## config.mk

```make
export PLATFORM = sky130hd
export DESIGN_NAME = rcr_recorder
export DESIGN_NICKNAME = d
export VERILOG_FILES = /design/src/rtl/rcr_pkg.sv /design/src/rtl/rcr_flag_if.sv /design/src/rtl/rcr_event_flag.sv /design/src/rtl/rcr_reset_hold.sv /design/src/rtl/rcr_recorder.sv
export VERILOG_INCLUDE_DIRS = /design/src /design/src/rtl
export SDC_FILE = /design/constraint.sdc
export NUM_CORES = 1
export LEC_CHECK = 0
export ABC_CLOCK_PERIOD_IN_PS = 1800
export BUFFER_PORTS_ARGS = -buffer_cell sky130_fd_sc_hd__buf_2
export CAP_MARGIN = 5
export CORE_ASPECT_RATIO = 1.4
export CORE_MARGIN = 2
export CORE_UTILIZATION = 35
export CTS_CLUSTER_DIAMETER = 120
export DETAILED_ROUTE_END_ITERATION = 8
export SLEW_MARGIN = 20
export SYNTH_ARGS = -nofsm -noshare
export SYNTH_HDL_FRONTEND = slang
export SYNTH_HIERARCHICAL = 1
export SYNTH_SLANG_ARGS = --single-unit
```

## constraint.sdc

```tcl
create_clock -name clk_sys -period 1.8 [get_ports clk_sys]
set_clock_uncertainty 0.2 [all_clocks]
set_input_delay 0.09 -clock clk_sys [delete_from_list [all_inputs] [get_ports clk_sys]]
set_output_delay 0.09 -clock clk_sys [all_outputs]
set_load 0.02 [all_outputs]
```

## src/rtl/rcr_params.svh

```systemverilog
// Constants of the reset cause recorder: offsets, field positions, reset values, timing
`ifndef RCR_PARAMS_SVH
`define RCR_PARAMS_SVH

// ==========================================
// Register offsets (byte addresses)
`define RCR_CAUSE_OFS     8'h00
`define RCR_STAT_OFS      8'h04
`define RCR_MASK_OFS      8'h08
`define RCR_SWRST_OFS     8'h0C

// ==========================================
// Field positions
`define RCR_HVD_BIT       29
`define RCR_CMR_BIT       9
`define RCR_VREG_BIT      8
`define RCR_EXT_BIT       7
`define RCR_SWR_BIT       6
`define RCR_WDT_BIT       4
`define RCR_SLEEP_BIT     3
`define RCR_IDLE_BIT      2
`define RCR_BOR_BIT       1
`define RCR_POR_BIT       0
`define RCR_SWRST_GO_BIT  0

// ==========================================
// Reset values and implemented bits
`define RCR_CAUSE_RESET   32'h0000_0003
`define RCR_IMPL_MASK     32'h2000_03DF

// ==========================================
// Timing
`define RCR_CLK_PERIOD_NS 100
`define RCR_HOLD_NS       1000
`define RCR_HOLD_CYCLES   ((`RCR_HOLD_NS + `RCR_CLK_PERIOD_NS - 1) / `RCR_CLK_PERIOD_NS)

`endif

```

## src/rtl/rcr_pkg.sv

```systemverilog
// Types shared by the reset cause recorder modules
package rcr_pkg;
	typedef logic [31:0] rcr_word_t;
	typedef logic [7:0] rcr_adr_t;
	typedef logic [3:0] rcr_sel_t;
	typedef enum logic {RCR_HOLD_ASSERT, RCR_HOLD_RELEASED} rcr_hold_state_t;
endpackage

```

## src/rtl/rcr_flag_if.sv

```systemverilog
// Carrier between the recorder core and one sticky flag
`timescale 1ns/100ps
`default_nettype none
interface rcr_flag_if;
	logic set;
	logic wr_en;
	logic wr_val;
	logic q;
	modport ctl  (output set, output wr_en, output wr_val, input q);
	modport flag (input set, input wr_en, input wr_val, output q);
endinterface
`default_nettype wire

```

## src/rtl/rcr_event_flag.sv

```systemverilog
// One sticky flag: hardware set wins over a software write
`timescale 1ns/100ps
`default_nettype none
module rcr_event_flag #(
	parameter bit RESET_VAL = 1'b0
) (
	// Clock and reset
	input wire logic clk_sys,
	input wire logic rst_n,
	input wire logic ce,
	// Flag carrier
	rcr_flag_if.flag fl
);
	import rcr_pkg::*;

	always_ff @(posedge clk_sys or negedge rst_n) begin
		if (!rst_n) begin
			fl.q <= RESET_VAL;
		end else if (ce) begin
			fl.q <= fl.set | (fl.wr_en ? fl.wr_val : fl.q);
		end
	end

	set_wins_a: assert property (@(posedge clk_sys) disable iff (!rst_n)
		ce && fl.set |=> fl.q)
		else $error("flag lost an event");
	flag_keeps_a: assert property (@(posedge clk_sys) disable iff (!rst_n)
		!fl.set && !(ce && fl.wr_en) |=> fl.q == $past(fl.q))
		else $error("flag changed without cause");
endmodule
`default_nettype wire

```

## src/rtl/rcr_reset_hold.sv

```systemverilog
// Stretches merged reset requests into the master system reset
`timescale 1ns/100ps
`default_nettype none
`include "rcr_params.svh"
module rcr_reset_hold #(
	parameter int unsigned HOLD_CYCLES = `RCR_HOLD_CYCLES
) (
	// Clock and reset
	input wire logic clk_sys,
	input wire logic rst_n,
	input wire logic ce,
	// Request and reset out
	input wire logic req,
	output logic     sys_reset
);
	import rcr_pkg::*;

	localparam int CW = $clog2(HOLD_CYCLES + 1);
	localparam logic [CW-1:0] HOLD_LOAD = CW'(HOLD_CYCLES);

	generate
		if (HOLD_CYCLES < 1) begin : g_bad
			$error("HOLD_CYCLES must be at least 1");
		end
	endgenerate

	rcr_hold_state_t state;
	rcr_hold_state_t next_state;
	logic [CW-1:0]   cnt;
	logic [CW-1:0]   next_cnt;

	always_comb begin
		next_state = state;
		next_cnt = cnt;
		case (state)
			RCR_HOLD_ASSERT: begin
				if (req) begin
					next_cnt = HOLD_LOAD;
				end else if (cnt <= 1) begin
					next_state = RCR_HOLD_RELEASED;
				end else begin
					next_cnt = cnt - 1'b1;
				end
			end
			RCR_HOLD_RELEASED: begin
				if (req) begin
					next_state = RCR_HOLD_ASSERT;
					next_cnt = HOLD_LOAD;
				end
			end
			default: begin
				next_state = RCR_HOLD_ASSERT;
				next_cnt = HOLD_LOAD;
			end
		endcase
	end

	always_ff @(posedge clk_sys or negedge rst_n) begin
		if (!rst_n) begin
			state <= RCR_HOLD_ASSERT;
			cnt <= HOLD_LOAD;
			sys_reset <= 1'b1;
		end else if (ce) begin
			state <= next_state;
			cnt <= next_cnt;
			sys_reset <= (next_state == RCR_HOLD_ASSERT);
		end
	end
endmodule
`default_nettype wire

```

## src/rtl/rcr_recorder.sv

```systemverilog
// Reset cause recorder: merges reset sources, records causes, Wishbone slave
//
// The register addresses and register access over Wishbone were left to the implementer.
`timescale 1ns/100ps
`default_nettype none
`include "rcr_params.svh"

module rcr_recorder #(
	parameter int unsigned HOLD_CYCLES = `RCR_HOLD_CYCLES
) (
	// Clock, reset, enable
	input wire logic        clk_sys,
	input wire logic        rst_n,
	input wire logic        ce,
	// Wishbone slave
	input wire logic        wb_cyc_i,
	input wire logic        wb_stb_i,
	input wire logic        wb_we_i,
	input wire rcr_pkg::rcr_adr_t  wb_adr_i,
	input wire rcr_pkg::rcr_sel_t  wb_sel_i,
	input wire rcr_pkg::rcr_word_t wb_dat_i,
	output rcr_pkg::rcr_word_t     wb_dat_o,
	output logic            wb_ack_o,
	// Reset and wake sources
	input wire logic        master_clear_pin_n,
	input wire logic        watchdog_reset_source,
	input wire logic        brown_out_req,
	input wire logic        config_mismatch_req,
	input wire logic        high_voltage_req,
	input wire logic        wake_from_sleep,
	input wire logic        wake_from_idle,
	// Outputs
	output logic            master_system_reset,
	output logic            regulator_sleep_keep_on,
	output logic            irq
);
	import rcr_pkg::*;

	// ==========================================
	// Parameter check
	generate
		if (HOLD_CYCLES < 1) begin : g_bad_hold
			$error("HOLD_CYCLES must be at least 1");
		end
	endgenerate

	// ==========================================
	// Flag layout
	// Bit 8 of the cause word is the regulator control, so it has no flag here
	localparam int NFLAG = 9;
	localparam int FLAG_POS [NFLAG] = '{
		`RCR_HVD_BIT, `RCR_CMR_BIT, `RCR_EXT_BIT,
		`RCR_SWR_BIT, `RCR_WDT_BIT, `RCR_SLEEP_BIT,
		`RCR_IDLE_BIT, `RCR_BOR_BIT, `RCR_POR_BIT
	};
	localparam rcr_word_t CAUSE_RST = `RCR_CAUSE_RESET;
	localparam rcr_word_t IMPL_MASK = `RCR_IMPL_MASK;
	localparam logic [5:0] CAUSE_IDX = 6'(`RCR_CAUSE_OFS >> 2);
	localparam logic [5:0] STAT_IDX = 6'(`RCR_STAT_OFS >> 2);
	localparam logic [5:0] MASK_IDX = 6'(`RCR_MASK_OFS >> 2);
	localparam logic [5:0] SWRST_IDX = 6'(`RCR_SWRST_OFS >> 2);

	logic [NFLAG-1:0] flag_evt;
	logic [NFLAG-1:0] cause_q;
	logic [NFLAG-1:0] stat_q;
	logic [NFLAG-1:0] mask_q;
	rcr_word_t        wmask;
	rcr_word_t        cause_word;
	rcr_word_t        stat_word;
	rcr_word_t        mask_word;
	rcr_word_t        rd_word;
	logic             bus_req;
	logic             wr_go;
	logic             wr_cause;
	logic             wr_stat;
	logic             wr_mask;
	logic             wr_swrst;
	logic             swr_pulse;
	logic             any_req;
	logic [5:0]       adr_idx;

	// ==========================================
	// Bus decode
	assign adr_idx = wb_adr_i[7:2];
	assign bus_req = wb_cyc_i & wb_stb_i & ~wb_ack_o;
	// Writes land on the edge at which the master sees ack
	assign wr_go = wb_cyc_i & wb_stb_i & wb_we_i & wb_ack_o;
	assign wr_cause = wr_go & (adr_idx == CAUSE_IDX);
	assign wr_stat = wr_go & (adr_idx == STAT_IDX);
	assign wr_mask = wr_go & (adr_idx == MASK_IDX);
	assign wr_swrst = wr_go & (adr_idx == SWRST_IDX);
	assign wmask = {{8{wb_sel_i[3]}}, {8{wb_sel_i[2]}},
		{8{wb_sel_i[1]}}, {8{wb_sel_i[0]}}};

	// ==========================================
	// Event sources, index order follows FLAG_POS
	assign flag_evt = {
		1'b0,                  // power-on is the block reset itself
		brown_out_req,
		wake_from_idle,
		wake_from_sleep,
		watchdog_reset_source,
		swr_pulse,
		~master_clear_pin_n,
		config_mismatch_req,
		high_voltage_req
	};

	// ==========================================
	// Cause flags and interrupt status flags
	for (genvar i = 0; i < NFLAG; i++) begin : g_flag
		rcr_flag_if cause_if ();
		rcr_flag_if stat_if ();

		assign cause_if.set = flag_evt[i];
		assign cause_if.wr_en = wr_cause & wmask[FLAG_POS[i]];
		assign cause_if.wr_val = wb_dat_i[FLAG_POS[i]];
		assign stat_if.set = flag_evt[i];
		assign stat_if.wr_en = wr_stat & wmask[FLAG_POS[i]] & wb_dat_i[FLAG_POS[i]];
		assign stat_if.wr_val = 1'b0;
		assign cause_q[i] = cause_if.q;
		assign stat_q[i] = stat_if.q;

		rcr_event_flag #(
			.RESET_VAL (CAUSE_RST[FLAG_POS[i]])
		) u_cause (
			.clk_sys (clk_sys),
			.rst_n   (rst_n),
			.ce      (ce),
			.fl      (cause_if.flag)
		);

		rcr_event_flag #(
			.RESET_VAL (CAUSE_RST[FLAG_POS[i]])
		) u_stat (
			.clk_sys (clk_sys),
			.rst_n   (rst_n),
			.ce      (ce),
			.fl      (stat_if.flag)
		);
	end

	// ==========================================
	// Register words; unimplemented bits stay zero
	always_comb begin
		cause_word = '0;
		stat_word = '0;
		mask_word = '0;
		for (int i = 0; i < NFLAG; i++) begin
			cause_word[FLAG_POS[i]] = cause_q[i];
			stat_word[FLAG_POS[i]] = stat_q[i];
			mask_word[FLAG_POS[i]] = mask_q[i];
		end
		cause_word[`RCR_VREG_BIT] = regulator_sleep_keep_on;
	end

	always_comb begin
		case (adr_idx)
			CAUSE_IDX: begin
				rd_word = cause_word & IMPL_MASK;
			end
			STAT_IDX: begin
				rd_word = stat_word;
			end
			MASK_IDX: begin
				rd_word = mask_word;
			end
			default: begin
				rd_word = '0;
			end
		endcase
	end

	// ==========================================
	// Bus answer
	always_ff @(posedge clk_sys or negedge rst_n) begin
		if (!rst_n) begin
			wb_ack_o <= 1'b0;
		end else if (ce) begin
			wb_ack_o <= bus_req;
		end
	end

	// Read data is taken at the request edge and stands while ack is high
	always_ff @(posedge clk_sys or negedge rst_n) begin
		if (!rst_n) begin
			wb_dat_o <= '0;
		end else if (ce && bus_req) begin
			wb_dat_o <= wb_we_i ? '0 : rd_word;
		end
	end

	// ==========================================
	// Regulator control and interrupt mask
	always_ff @(posedge clk_sys or negedge rst_n) begin
		if (!rst_n) begin
			regulator_sleep_keep_on <= CAUSE_RST[`RCR_VREG_BIT];
		end else if (ce && wr_cause && wmask[`RCR_VREG_BIT]) begin
			regulator_sleep_keep_on <= wb_dat_i[`RCR_VREG_BIT];
		end
	end

	always_ff @(posedge clk_sys or negedge rst_n) begin
		if (!rst_n) begin
			mask_q <= '0;
		end else if (ce && wr_mask) begin
			for (int i = 0; i < NFLAG; i++) begin
				if (wmask[FLAG_POS[i]]) begin
					mask_q[i] <= wb_dat_i[FLAG_POS[i]];
				end
			end
		end
	end

	// Level interrupt, one cycle behind the status and mask registers
	always_ff @(posedge clk_sys or negedge rst_n) begin
		if (!rst_n) begin
			irq <= 1'b0;
		end else if (ce) begin
			irq <= |(stat_q & mask_q);
		end
	end

	// ==========================================
	// Software reset request and reset merge
	// Waits one cycle so that the bus answer completes before the reset rises
	always_ff @(posedge clk_sys or negedge rst_n) begin
		if (!rst_n) begin
			swr_pulse <= 1'b0;
		end else if (ce) begin
			swr_pulse <= wr_swrst & wb_sel_i[0] & wb_dat_i[`RCR_SWRST_GO_BIT];
		end
	end

	assign any_req = ~master_clear_pin_n | swr_pulse | watchdog_reset_source
		| brown_out_req | config_mismatch_req | high_voltage_req;

	rcr_reset_hold #(
		.HOLD_CYCLES (HOLD_CYCLES)
	) u_hold (
		.clk_sys   (clk_sys),
		.rst_n     (rst_n),
		.ce        (ce),
		.req       (any_req),
		.sys_reset (master_system_reset)
	);

	// ==========================================
	// Checks
	// High only at the first edge after power-on reset
	logic first_cyc;

	always_ff @(posedge clk_sys or negedge rst_n) begin
		if (!rst_n) begin
			first_cyc <= 1'b1;
		end else begin
			first_cyc <= 1'b0;
		end
	end

	merge_reset_a: assert property (@(posedge clk_sys) disable iff (!rst_n)
		ce && any_req |=> master_system_reset)
		else $error("reset request did not assert master reset");
	hvd_flag_a: assert property (@(posedge clk_sys) disable iff (!rst_n)
		ce && high_voltage_req |=> cause_word[`RCR_HVD_BIT])
		else $error("high voltage flag not set");
	cmr_flag_a: assert property (@(posedge clk_sys) disable iff (!rst_n)
		ce && config_mismatch_req |=> cause_word[`RCR_CMR_BIT])
		else $error("mismatch flag not set");
	vreg_write_a: assert property (@(posedge clk_sys) disable iff (!rst_n)
		ce && wr_cause && wb_sel_i[1]
		|=> regulator_sleep_keep_on == $past(wb_dat_i[`RCR_VREG_BIT]))
		else $error("regulator bit not written");
	ext_pin_a: assert property (@(posedge clk_sys) disable iff (!rst_n)
		ce && !master_clear_pin_n |=> cause_word[`RCR_EXT_BIT] && master_system_reset)
		else $error("pin reset not recorded");
	swr_flag_a: assert property (@(posedge clk_sys) disable iff (!rst_n)
		ce && wr_swrst && wb_sel_i[0] && wb_dat_i[0] ##1 ce
		|=> cause_word[`RCR_SWR_BIT] && master_system_reset)
		else $error("software reset not recorded");
	wdt_flag_a: assert property (@(posedge clk_sys) disable iff (!rst_n)
		ce && watchdog_reset_source |=> cause_word[`RCR_WDT_BIT])
		else $error("watchdog flag not set");
	wake_flags_a: assert property (@(posedge clk_sys) disable iff (!rst_n)
		ce && (wake_from_sleep || wake_from_idle) |=> (cause_word[3:2]
		& $past({wake_from_sleep, wake_from_idle})) == $past({wake_from_sleep, wake_from_idle}))
		else $error("wake flag not set");
	por_value_a: assert property (@(posedge clk_sys) disable iff (!rst_n)
		first_cyc |-> cause_word[1:0] == 2'b11 && master_system_reset)
		else $error("power-on flags wrong after reset");
	unimpl_zero_a: assert property (@(posedge clk_sys) disable iff (!rst_n)
		wb_ack_o && !wb_we_i && adr_idx == CAUSE_IDX |-> (wb_dat_o & ~IMPL_MASK) == '0)
		else $error("unimplemented bits read nonzero");
	ack_once_a: assert property (@(posedge clk_sys) disable iff (!rst_n)
		ce && wb_ack_o |=> !wb_ack_o)
		else $error("ack held longer than one cycle");
	ack_answer_a: assert property (@(posedge clk_sys) disable iff (!rst_n)
		ce && bus_req |=> wb_ack_o)
		else $error("request not answered");
	bor_flag_a: assert property (@(posedge clk_sys) disable iff (!rst_n)
		ce && brown_out_req |=> cause_word[`RCR_BOR_BIT])
		else $error("brown-out flag not set");
	flag_no_clear_a: assert property (@(posedge clk_sys) disable iff (!rst_n)
		ce && !wr_cause |=> ($past(cause_q) & ~cause_q) == '0)
		else $error("cause flag cleared without a write");
	por_no_rise_a: assert property (@(posedge clk_sys) disable iff (!rst_n)
		ce && !wr_cause |=> $past(cause_word[`RCR_POR_BIT]) || !cause_word[`RCR_POR_BIT])
		else $error("power-on flag set without power-on reset");
	vreg_keep_a: assert property (@(posedge clk_sys) disable iff (!rst_n)
		ce && !(wr_cause && wmask[`RCR_VREG_BIT]) |=> $stable(regulator_sleep_keep_on))
		else $error("regulator bit changed without a write");
	stat_clear_a: assert property (@(posedge clk_sys) disable iff (!rst_n)
		ce && wr_stat && flag_evt == '0
		|=> (stat_word & $past(wmask & wb_dat_i)) == '0)
		else $error("status bit not cleared by write of one");
	irq_level_a: assert property (@(posedge clk_sys) disable iff (!rst_n)
		ce |=> irq == $past(|(stat_q & mask_q)))
		else $error("interrupt level wrong");

	// Main scenarios
	pin_reset_c: cover property (@(posedge clk_sys) disable iff (!rst_n)
		!master_clear_pin_n ##1 master_system_reset);
	sw_reset_c: cover property (@(posedge clk_sys) disable iff (!rst_n)
		swr_pulse ##1 master_system_reset);
	irq_raise_c: cover property (@(posedge clk_sys) disable iff (!rst_n)
		!irq ##1 irq);
	wdt_reset_c: cover property (@(posedge clk_sys) disable iff (!rst_n)
		watchdog_reset_source ##1 master_system_reset);
	irq_clear_c: cover property (@(posedge clk_sys) disable iff (!rst_n)
		irq ##1 !irq);
endmodule
`default_nettype wire

```

Yosys cells after proc, flatten, opt, wreduce, memory -nomap -nowiden

Cells that the tools add are included.

$add $sub $neg: 1
Order comparisons: 1
Equal/unequal tests: 5
Multiplexer cells: 26
Bitwise gates (word level): 51
Reduce and logical (&&, ||, !) cells: 12

Operators by type and width:

| kind                                                                  | count |
|---|---|
| 30-bit one-hot mux with 3 select lines                                | 1 |
| 32-bit 2-to-1 mux                                                     | 1 |
| 1-bit AND                                                             | 25 |
| 1-bit OR                                                              | 21 |
| 1-bit 2-to-1 mux                                                      | 19 |
| 6-bit by 2-bit equality test with 1-bit output, second input constant | 2 |
| 4-bit 2-to-1 mux                                                      | 3 |
| 2-bit AND reduction                                                   | 5 |
| 9-bit AND                                                             | 1 |
| 9-bit OR reduction                                                    | 1 |
| 4-bit one-hot mux with 2 select lines                                 | 1 |
| 6-bit by 1-bit equality test with 1-bit output, second input constant | 1 |
| 6-bit zero test                                                       | 1 |
| 4-bit by 1-bit <= comparator with 1-bit output, second input constant | 1 |
| 1-bit logical AND                                                     | 4 |
| 1-bit NOT                                                             | 4 |
| 4-bit by 1-bit subtractor with 4-bit output, second input constant    | 1 |
| 3-bit != test, second input constant                                  | 1 |
| 3-bit AND reduction                                                   | 1 |
| 2-bit != test, second input constant                                  | 1 |
| 1-bit one-hot mux with 2 select lines                                 | 1 |

Register bits after elaboration: 69
Bits of input ports: 57
Output and inout port bits: 36
Logic and storage cells: 125

Depth between registers and ports, before layout

Gate-level depths: netlist of the first run.

Depth in word-level cells: 9
Gate-level depth with buffers: 6
Mapped depth without buffers: 6

Modules after synthesis

Netlist of the first run, hierarchy kept.

Modules (own cells, without submodules):

| module                                 | times used | cells an instance | area an instance (sq um) | seq. area each (sq um) |
|---|---|---|---|---|
| rcr_recorder                           | 1          | 143               | 1,445.1                  | 575.6 |
| rcr_event_flag (g_flag[0].u_cause ...) | 14         | 5                 | 48.8                     | 25.0 |
| rcr_reset_hold                         | 1          | 39                | 346.6                    | 153.9 |
| rcr_event_flag (g_flag[7].u_cause ...) | 4          | 5                 | 50.0                     | 26.3 |

Worst setup path after synthesis of the first run

No wires, ideal clock.

Path type: reg2reg
From: register u_hold.cnt[1]
To: register u_hold.cnt[2]
Setup time: 0.076 ns
Arrival: 1.593 ns
Required time: 1.524 ns
Setup slack: -0.069 ns
Stages on the path, launching flop included: 7
Buffers on the path: 0
Period minus slack after synthesis: 1.869 ns
Cell sequence: dfstp_2 > inv_1 > ha_1 > or2_1 > and2_4 > or3b_1 > o21ai_1

Word-level cells in the longest chain between the ends: 4
Elaborated cells between the ends (all ways): 7
Classes of those cells: add/sub (1); order compare (1); eq/ne (1); mux (3); reduce/logical (1)

Ends and longest elaborated chain:

| element                                     | RTL line             | text |
|---|---|---|
| start: declaration                          | rcr_reset_hold.sv:29 | `logic [CW-1:0] cnt;` |
| start signal: assignment                    | rcr_reset_hold.sv:65 | `cnt <= next_cnt;` |
| 4-bit by 1-bit subtractor with 4-bit output | rcr_reset_hold.sv:42 | `next_cnt = cnt - 1'b1;` |
| 4-bit 2-to-1 mux                            | rcr_reset_hold.sv:39 | `end else if (cnt <= 1) begin` |
| 4-bit 2-to-1 mux                            | rcr_reset_hold.sv:37 | `if (req) begin` |
| 4-bit one-hot mux with 2 select lines       | rcr_reset_hold.sv:35 | `case (state)` |

Several ways; a longest one is shown, not always the timed one. The select of a mux whose other input is x is not followed.
A chain may end at the register's enable or synchronous reset.

Worst setup path after layout of the first run

Ends and elaborated chain as after synthesis.

==> metrics.csv, run 1 <==
metric;value;unit
wl_per_cell;14.30;microns
async_flop_share;1.000;
std_cell_rows;37;
violations;hold timing, setup timing;
max_freq;0.5338;GHz
cp-start-kind;register;
synth_top_family_by_area;simple AND/OR/NAND/NOR gates;
postRouteAntennaNets;0;
drive_gt1_frac;0.3255;
whs_path_depth;4;
vias;2362;
endpoint_kind;register;
grt_pass1_wl;11.05;mm
gr-total-overflow;0;
first_pass_iters;5;
fillers;712;
setup_violations;2;
htreeDepth;2;
syn_to_final_growth;36.39;%
grt_max_degree;27;
clk_path_buf_depth;2;
cp.required;1.85;ns
r2r_cells;6;
cts_root_buf;clkbuf_8;
synth_edf_count;0;
postSynthCellCount;272;
synth_compound_area_frac;0.1637;
ys_seq_elements;47;
fin_crit_sh;1.041;
gp_congestion;0.7855;
hold_viol;1;
setup_ws;-0.07348;ns
ir_drop;0.0002835;V
fin_nets;442;
layout_commonest_cell;buf_2;
antenna_found_initial;0;
track_usage;0.1702;
dieArea;0.008368;sq mm
status;finished, violations left;
clk_latency;0.31;ns
static-leakage-power;1.806;nW
dieWidth;77.89;microns
io_pins;93;
cp-startpoint;u_hold/cnt[1]$_DFFE_PN1P_;
drcViolationCount;0;
cts_made_buffers;5;
ys.flop_type;dfrtp_1;
p_per_area;574.6;mW/mm^2
hp-start;config_mismatch_req;
fin_area;0.003649;sq mm
die_h;107.4;microns
ys.warnings.count;6;
cts.clk_slew.worst_paths;0.09;ns
synth-simple-area-share;0.1932;
n_antenna_cell;0;
viasPerCell;4.911;
mostFrequentLayoutCells;buf_2 (45), dfrtp_1 (40), conb_1 (35);
holdCritPathClass;primary input to register;
dpl_cell_area;0.003219;sq mm
initial_core_util;0.3634;
avgSynthCellArea;9.835;sq um
slew_viol_final;0;
synth_fa_ha_area_frac;0.009355;
drt-total-wl;6.879;mm
synthMuxAreaShare;0.08372;
fin_hold_ws;-0.008918;ns
r2r_start;u_hold/cnt[1]$_DFFE_PN1P_;
io_buffer_count;45;
hpwl;5.078;mm
cp_data_arrival_time;1.92;ns
synth_cell_types;44;
cts.sinks;47;
crit_fanout;3;
rsz0062_at_grt;true;
drt_iter0_drc;109;
seq_area_frac_synth;0.4429;
core;0.007361;sq mm
crit_type;register to register;
synth-xor-area-share;0;
synth_area;0.002675;sq mm
first_global_vias;2218;
period_minus_slack;1.873;ns
cts_tree;built;
maxCapViolCount;0;
area by class of cell:
class	instances	area, sq um	area share
clock buffer	6	82.58	0.02263
clock inverter	2	16.27	0.004458
inverter	24	92.59	0.02538
multi-input combinational	207	1444	0.3957
sequential	47	1185	0.3248
tap	97	121.4	0.03326
timing repair buffer	98	706.9	0.1938
sequential cells by signal, summed over array words and instances (netlist names):
name	count
regulator_sleep_keep_on	1
g_flag.u_cause/fl.q	9
u_hold/sys_reset	1
wb_dat_o	10
irq	1
wb_ack_o	1
mask_q	9
g_flag.cause_if.set	1
g_flag.u_stat/fl.q	9
u_hold/state	1
u_hold/cnt	4
cell families (layout without fill, tap and decap cells):
logic type / after synthesis / in the layout
other cells: 1 / 35
mux: 21 / 21
buf+inv: 52 / 130
simple gates: 75 / 75
fa+ha+maj: 2 / 2
compound gates: 74 / 74
flops: 47 / 47
worst max-delay path, stage by stage (launching register included):
cell and delay [ns]:
dfstp_2 0.56, inv_4 0.05, ha_4 0.14, or2_4 0.25
and2_4 0.14, or3b_1 0.34, o21ai_1 0.12
per-stage QoR:
stage / worst slack [ns] / utilization / setup TNS [ns] / total power [mW] / instances
2_1_floorplan: -0.02562 / - / -0.02562 / 1.257 / 306
3_3_place_gp: -0.1243 / 0.4374 / -0.9399 / 1.366 / 449
3_5_place_dp: -0.1525 / 0.4374 / -1.229 / 1.370 / 449
4_1_cts: -0.06253 / 0.4829 / -0.06253 / 2.104 / 479
5_1_grt: -0.1445 / 0.4957 / -0.4655 / 2.178 / 481
6_report: -0.07348 / 0.4957 / -0.07631 / 2.097 / 481
cells in the mapped netlist, types with 2 or more instances:
cell	number	area, sq um
a21oi_1	23	115.1
a2bb2oi_1	9	78.83
and2_1	8	50.05
and3_1	3	18.77
and4_1	4	35.03
buf_4	23	172.7
clkbuf_1	3	11.26
dfrtp_1	40	1001
dfstp_2	7	183.9
ha_1	2	25.02
inv_1	24	90.09
mux2_2	11	123.9
mux2i_1	10	100.1
nand2_1	14	52.55
nand4_1	6	37.54
nor2_1	6	22.52
nor2b_1	3	18.77
nor4_1	2	12.51
nor4bb_1	18	180.2
o21ai_0	22	110.1
o21ai_1	11	55.05
final timing paths:
kind	end	slack, ns
hold reg to reg	g_flag[7].u_cause/fl.q$_DFFE_PN1P_	0.27
hold / removal	g_flag[1].u_stat/fl.q$_DFFE_PN0P_	-0.009
min in group asynchronous	g_flag[3].cause_if.set$_DFFE_PN0P_	0.02
setup reg to reg	u_hold/cnt[2]$_DFFE_PN0P_	-0.07
setup / recovery	u_hold/cnt[2]$_DFFE_PN0P_	-0.07
max in group asynchronous	u_hold/cnt[3]$_DFFE_PN1P_	0.81
power breakdown:
group	total (mW)	internal, mW	switching [mW]	leakage (nW)
logic	0.320	0.132	0.187	1.20
registers	1.08	1.07	0.00780	0.557
clock network	0.702	0.314	0.388	0.0474
total	2.10	1.51	0.583	1.81
what timing repair did:
action | CTS | global route
gates resized for setup | 3 | 16
hold endpoints to repair | 70 | 0
setup endpoints to repair | 3 | 23
buffers inserted | 0 | 2
hold buffers | 22 | 0
gates cloned | 0 | 0
pin swaps | 4 | 4
layer usage:
metal  share of wire  up-vias  track usage  wire (microns)
li1                -     1157            -               -
met1            0.42     1153       0.2062            2879
met2            0.54       46       0.3017            3697
met3           0.028        6      0.02265             190
met4           0.016        0      0.06888             112
met5               0        -            0               0
Power figures use the tool's default switching activity.
==> inputs of run 2 (changes only) <==
TNS_END_PERCENT = 20   (was unset)
==> metrics.csv, run 2 (synthesis results as in run 1) <==
metric;value;unit;change
status;finished, violations left;;unchanged
violations;hold timing, setup timing;;unchanged
antenna_found_initial;0;;unchanged
first_pass_iters;4;;was 5
p_clk_frac;0.334;;was 0.335
grt.busiest_layer;met2;;unchanged
combinationalPowerShare;0.154;;was 0.152
max_freq;0.5346;GHz;was 0.5338 GHz
p_sw;0.5860;mW;was 0.5827 mW
fin_hold_ws;-0.007250;ns;was -0.008918 ns
cts_made_buffers;5;;unchanged
p_int;1.514;mW;about the same
n_antenna_cell;0;;unchanged
setup_ws;-0.07071;ns;was -0.07348 ns
dpl_cell_area;0.003219;sq mm;unchanged
track_usage;0.1695;;was 0.1702
clk_path_buf_depth;2;;unchanged
static-leakage-power;1.805;nW;was 1.806 nW
cts_root_buf;clkbuf_8;;unchanged
use_met2;0.2993;;was 0.3017
mostFrequentLayoutCells;buf_2 (45), dfrtp_1 (40), conb_1 (35);;unchanged
layout_commonest_cell;buf_2;;unchanged
drt_iter0_drc;115;;was 109
p_per_area;572.6;mW/mm^2;was 574.6 mW/mm^2
endpoint_kind;register;;unchanged
wl_per_cell;14.67;microns;was 14.30 microns
grt_max_degree;27;;unchanged
std_cell_rows;37;;unchanged
drt-total-wl;7.040;mm;was 6.879 mm
first_global_vias;2212;;was 2,218
drive_gt1_frac;0.3342;;was 0.3255
fin_area;0.003669;sq mm;was 0.003649 sq mm
rsz0062_at_grt;true;;unchanged
fin_total_pwr;2.100;mW;was 2.097 mW
initial_core_util;0.3634;;unchanged
postRouteAntennaNets;0;;unchanged
dieArea;0.008368;sq mm;unchanged
htreeDepth;2;;unchanged
crit_fanout;3;;unchanged
hold_viol;1;;unchanged
grt_pass1_wl;10.99;mm;was 11.05 mm
maxCapViolCount;0;;unchanged
cts_tree;built;;unchanged
gr-usage-met1;0.2062;;unchanged
largest-register;wb_dat_o;;unchanged
seqPwrFrac;0.512;;was 0.513
slew_viol_final;0;;unchanged
cp_data_arrival_time;1.92;ns;about the same
setup_violations;2;;unchanged
switching_share;0.2790;;was 0.2779
vias;2364;;was 2,362
core;0.007361;sq mm;unchanged
die_h;107.4;microns;unchanged
gr-usage-met3;0.02265;;unchanged
fin_crit_sh;1.039;;was 1.041
drcViolationCount;0;;unchanged
io_buffer_count;45;;unchanged
largest_register_ffs;10;;unchanged
fin_nets;441;;was 442
ir_drop;0.0002852;V;was 0.0002835 V
holdCritPathClass;primary input to register;;unchanged
crit_type;register to register;;unchanged
cp.required;1.85;ns;about the same
viasPerCell;4.925;;was 4.911
gr-total-overflow;0;;unchanged
hpwl;5.078;mm;unchanged
cts.clk_slew.worst_paths;0.09;ns;about the same
io_pins;93;;unchanged
dieWidth;77.89;microns;unchanged
syn_to_final_growth;37.14;%;was 36.39%
cts.sinks;47;;unchanged
gp_congestion;0.7855;;unchanged
clk_latency;0.32;ns;was 0.31 ns
period_minus_slack;1.871;ns;was 1.873 ns
cp-start-kind;register;;unchanged
[run 2: changes by cell type in the layout (fill, tap and decap cells not counted), sizes merged]
cell  before  now
buf       76   75
[run 2: critical path: stages, from the launching register on]
cell     delay [ns]
dfstp_2        0.56
inv_4          0.05
ha_4           0.14
or2_4          0.25
and2_4         0.14
or3b_1         0.34
o21ai_1        0.12
[run 2: per-stage QoR]
| step | TNS (ns) | utilization | setup slack [ns] | std cells |
|---|---|---|---|---|
| detailed placement | -1.229 | 0.4374 | -0.1525 | 449 |
| floorplan | -0.02562 | - | -0.02562 | 306 |
| global placement | -0.9399 | 0.4374 | -0.1243 | 449 |
| global route | -0.6995 | 0.4984 | -0.1452 | 480 |
| CTS | -0.1545 | 0.4821 | -0.06418 | 479 |
| finish | -0.08733 | 0.4984 | -0.07071 | 480 |
[run 2: final timing paths]
check	startpoint	to	slack, ns	cells past startpoint
max in group asynchronous	rst_n	u_hold/cnt[3]$_DFFE_PN1P_	0.81	3
hold / removal	config_mismatch_req	g_flag[1].u_stat/fl.q$_DFFE_PN0P_	-0.007	4
setup reg to reg	u_hold/cnt[1]$_DFFE_PN1P_	u_hold/cnt[2]$_DFFE_PN0P_	-0.07	6
hold reg to reg	g_flag[7].u_cause/fl.q$_DFFE_PN1P_	g_flag[7].u_cause/fl.q$_DFFE_PN1P_	0.27	2
setup / recovery	u_hold/cnt[1]$_DFFE_PN1P_	u_hold/cnt[2]$_DFFE_PN0P_	-0.07	6
min in group asynchronous	rst_n	g_flag[3].cause_if.set$_DFFE_PN0P_	0.02	2
[run 2: layer usage]
metal,share of wire,vias up
met4,0.016,0
li1,-,1155
met3,0.032,6
met5,0,-
met2,0.54,47
met1,0.42,1156
[run 2: layout make-up]
class,instances,area (sq um)
clock buffers,6,82.58
fillers,710,3692
repair buffers,97,699.4
flip-flops and latches,47,1185
clock inverters,2,16.27
multi-input cells,207,1471
well taps,97,121.4
inverters,24,92.59
[run 2: what timing repair did]
item	4_1_cts	5_1_grt
resized for setup	1	22
hold buffers	22	0
buffers inserted	0	1
pin swaps	2	3
hold endpoints to repair	70	0
endpoints found under the setup margin	3	24
gates cloned	0	0
[run 2: power by group through the flow]
stage / combinational, mW / clock (mW) / sequential [mW]
floorplan: 0.152 / 0 / 1.10
global placement: 0.272 / 0 / 1.09
detailed placement: 0.275 / 0 / 1.10
CTS: 0.311 / 0.717 / 1.08
global route: 0.353 / 0.751 / 1.08
finish: 0.323 / 0.702 / 1.08
==> inputs of run 3 (changes only) <==
BUFFER_PORTS_ARGS = unset   (was -buffer_cell sky130_fd_sc_hd__buf_2)
DONT_BUFFER_PORTS = 1   (was unset)
REMOVE_ABC_BUFFERS = 1   (was unset)
==> metrics.csv, run 3 (synthesis results as in run 1) <==
metric;value;unit;change
status;finished, violations left;;unchanged
violations;hold timing, setup timing;;unchanged
ir_drop;0.0002974;V;was 0.0002852 V
cp-start-kind;register;;unchanged
p_sw;0.5361;mW;was 0.5860 mW
cts_root_buf;clkbuf_8;;unchanged
endpoint_kind;register;;unchanged
grt.busiest_layer;met2;;unchanged
antenna_found_initial;0;;unchanged
mostFrequentLayoutCells;dfrtp_1 (40), conb_1 (35), dlygate4sd3_1 (30);;was buf_2 (45), dfrtp_1 (40), conb_1 (35)
p_int;1.728;mW;was 1.514 mW
worst_path_dominant_cell_family;simple AND/OR/NAND/NOR gates;;unchanged
dieArea;0.008368;sq mm;unchanged
slew_viol_final;0;;unchanged
drt_iter0_drc;50;;was 115
n_antenna_cell;0;;unchanged
maxCapViolCount;0;;unchanged
dieWidth;77.89;microns;unchanged
worst_pin_slew;0.6798;ns;
fin_nets;395;;was 441
largest_register_ffs;10;;unchanged
postRouteAntennaNets;0;;unchanged
vias;2230;;was 2,364
core;0.007361;sq mm;unchanged
fillers;702;;was 710
p_per_area;651.1;mW/mm^2;was 572.6 mW/mm^2
grt_max_degree;52;;was 27
cts_tree;built;;unchanged
grt_pass1_wl;11.01;mm;was 10.99 mm
cp.required;1.82;ns;was 1.85 ns
period_minus_slack;1.904;ns;was 1.871 ns
setup_violations;3;;was 2
fin_area;0.003477;sq mm;was 0.003669 sq mm
clk_latency;0.30;ns;was 0.32 ns
io_buffer_count;0;;was 45
die_h;107.4;microns;unchanged
slew_headroom;0.5468;;
std_cell_rows;37;;unchanged
hpwl;4.543;mm;was 5.078 mm
viasPerCell;5.138;;was 4.925
switching_share;0.2368;;was 0.2790
layout_commonest_cell;dfrtp_1;;was buf_2
gp_congestion;0.7418;;was 0.7855
cp_cell_sequence;inv_2, ha_4, or2_4, and2_4, or3b_1, o21ai_1;;was inv_4, ha_4, or2_4, and2_4, or3b_1, o21ai_1
gr-total-overflow;0;;unchanged
seqPwrFrac;0.479;;was 0.512
crit_type;register to register;;unchanged
wl_per_cell;15.99;microns;was 14.67 microns
cts_made_buffers;5;;unchanged
cp_slowest_cell;dfstp_2;;unchanged
gr-usage-met3;0.03691;;was 0.02265
cpPeakStageDelay;0.54;ns;was 0.56 ns
largest-register;wb_dat_o;;unchanged
fin_crit_sh;1.058;;was 1.039
p_clk_frac;0.406;;was 0.334
rsz0062_at_grt;true;;unchanged
track_usage;0.1696;;was 0.1695
regArea;0.001185;sq mm;unchanged
fin_total_pwr;2.264;mW;was 2.100 mW
initial_core_util;0.3634;;unchanged
fin_hold_ws;-0.001769;ns;was -0.007250 ns
crit_fanout;3;;unchanged
cts.sinks;47;;unchanged
first_pass_iters;4;;unchanged
static-leakage-power;1.641;nW;was 1.805 nW
hold_viol;1;;unchanged
hp-start;high_voltage_req;;was config_mismatch_req
cts.clk_slew.worst_paths;0.08;ns;was 0.09 ns
cp.buffers_inverters;1;;unchanged
cp_data_arrival_time;1.93;ns;was 1.92 ns
io_pins;93;;unchanged
holdCritPathClass;primary input to register;;unchanged
drt-total-wl;6.941;mm;was 7.040 mm
clk_path_buf_depth;2;;unchanged
syn_to_final_growth;29.98;%;was 37.14%
combinationalPowerShare;0.115;;was 0.154
dpl_cell_area;0.002877;sq mm;was 0.003219 sq mm
gr-usage-met1;0.1755;;was 0.2062
htreeDepth;2;;unchanged
multi_input_area;0.001419;sq mm;was 0.001471 sq mm
drive_gt1_frac;0.1840;;was 0.3342
setup_ws;-0.1043;ns;was -0.07071 ns
first_global_vias;2244;;was 2,212
max_freq;0.5251;GHz;was 0.5346 GHz
cp-startpoint;u_hold/cnt[1]$_DFFE_PN1P_;;unchanged
r2r_start;u_hold/cnt[1]$_DFFE_PN1P_;;unchanged
use_met2;0.3282;;was 0.2993
drcViolationCount;0;;unchanged
## run 3: cell types whose count changed in the layout (fill, tap and decap cells not counted), moves of 3 or more
cell           delta
buf_2            -45
buf_4            -13
dlygate4sd3_1     +8
nor4bb_1          +4
nor4bb_2          -3
## run 3: final cells by class
cell class,instances,share of cell area
Clock buffer,6,0.02087
Sequential cell,47,0.3408
Timing Repair Buffer,51,0.1522
Tap cell,97,0.03490
Multi-Input combinational cell,207,0.4081
Clock inverter,2,0.01727
Inverter,24,0.02591
## run 3: metrics by stage
| stage | cells | util | setup TNS, ns | hold slack, ns | worst slack [ns] |
|---|---|---|---|---|---|
| floorplan | 278 | - | -0.4743 | -0.4056 | -0.06900 |
| finish | 434 | 0.4724 | -0.1679 | -0.001769 | -0.1043 |
| detailed placement | 391 | 0.3908 | -0.2992 | -0.4042 | -0.1609 |
| global placement | 391 | 0.3908 | -0.1581 | -0.4044 | -0.1135 |
| global route | 434 | 0.4724 | -0.5992 | 0.004443 | -0.1317 |
| CTS | 433 | 0.4613 | -0.8443 | 0.0002245 | -0.1347 |
## run 3: path summary, 6_finish.rpt
path	end	slack, ns	cells after the start
setup / recovery	u_hold/cnt[2]$_DFFE_PN0P_	-0.10	6
hold / removal	u_hold/state$_DFFE_PN0P_	-0.002	4
setup reg to reg	u_hold/cnt[2]$_DFFE_PN0P_	-0.10	6
hold reg to reg	g_flag[7].u_cause/fl.q$_DFFE_PN1P_	0.27	2
max in group asynchronous	u_hold/cnt[3]$_DFFE_PN1P_	1.00	2
min in group asynchronous	mask_q[8]$_DFFE_PN0P_	0.12	2
## run 3: timing repair
| action | CTS | global route |
|---|---|---|
| setup endpoints to repair | 3 | 24 |
| hold buffers | 33 | 1 |
| pin swaps | 4 | 2 |
| resized for setup | 5 | 15 |
| endpoints found under the hold margin | 94 | 1 |
| buffers inserted | 1 | 0 |
## run 3: tightest hold or removal path: cells and delay by family
kind	cells	cell delay (ns)
and+or+nand+nor	2	0.21
buffers and inverters	1	0.11
AOI/OAI and AO/OA	1	0.05
## run 3: per-layer routing
| layer | vias up | wire, microns |
|---|---|---|
| li1 | 1059 | - |
| met1 | 1111 | 2653 |
| met2 | 50 | 3850 |
| met3 | 10 | 281 |
| met4 | 0 | 155 |
| met5 | - | 0 |
## run 3: power by group through the flow
stage	combinational (mW)	sequential (mW)	clock, mW
after floorplan	0.102	1.10	0
after CTS	0.250	1.09	0.929
after global routing	0.284	1.09	0.979
after detailed placement	0.127	1.11	0
final	0.260	1.08	0.919
after global placement	0.126	1.10	0
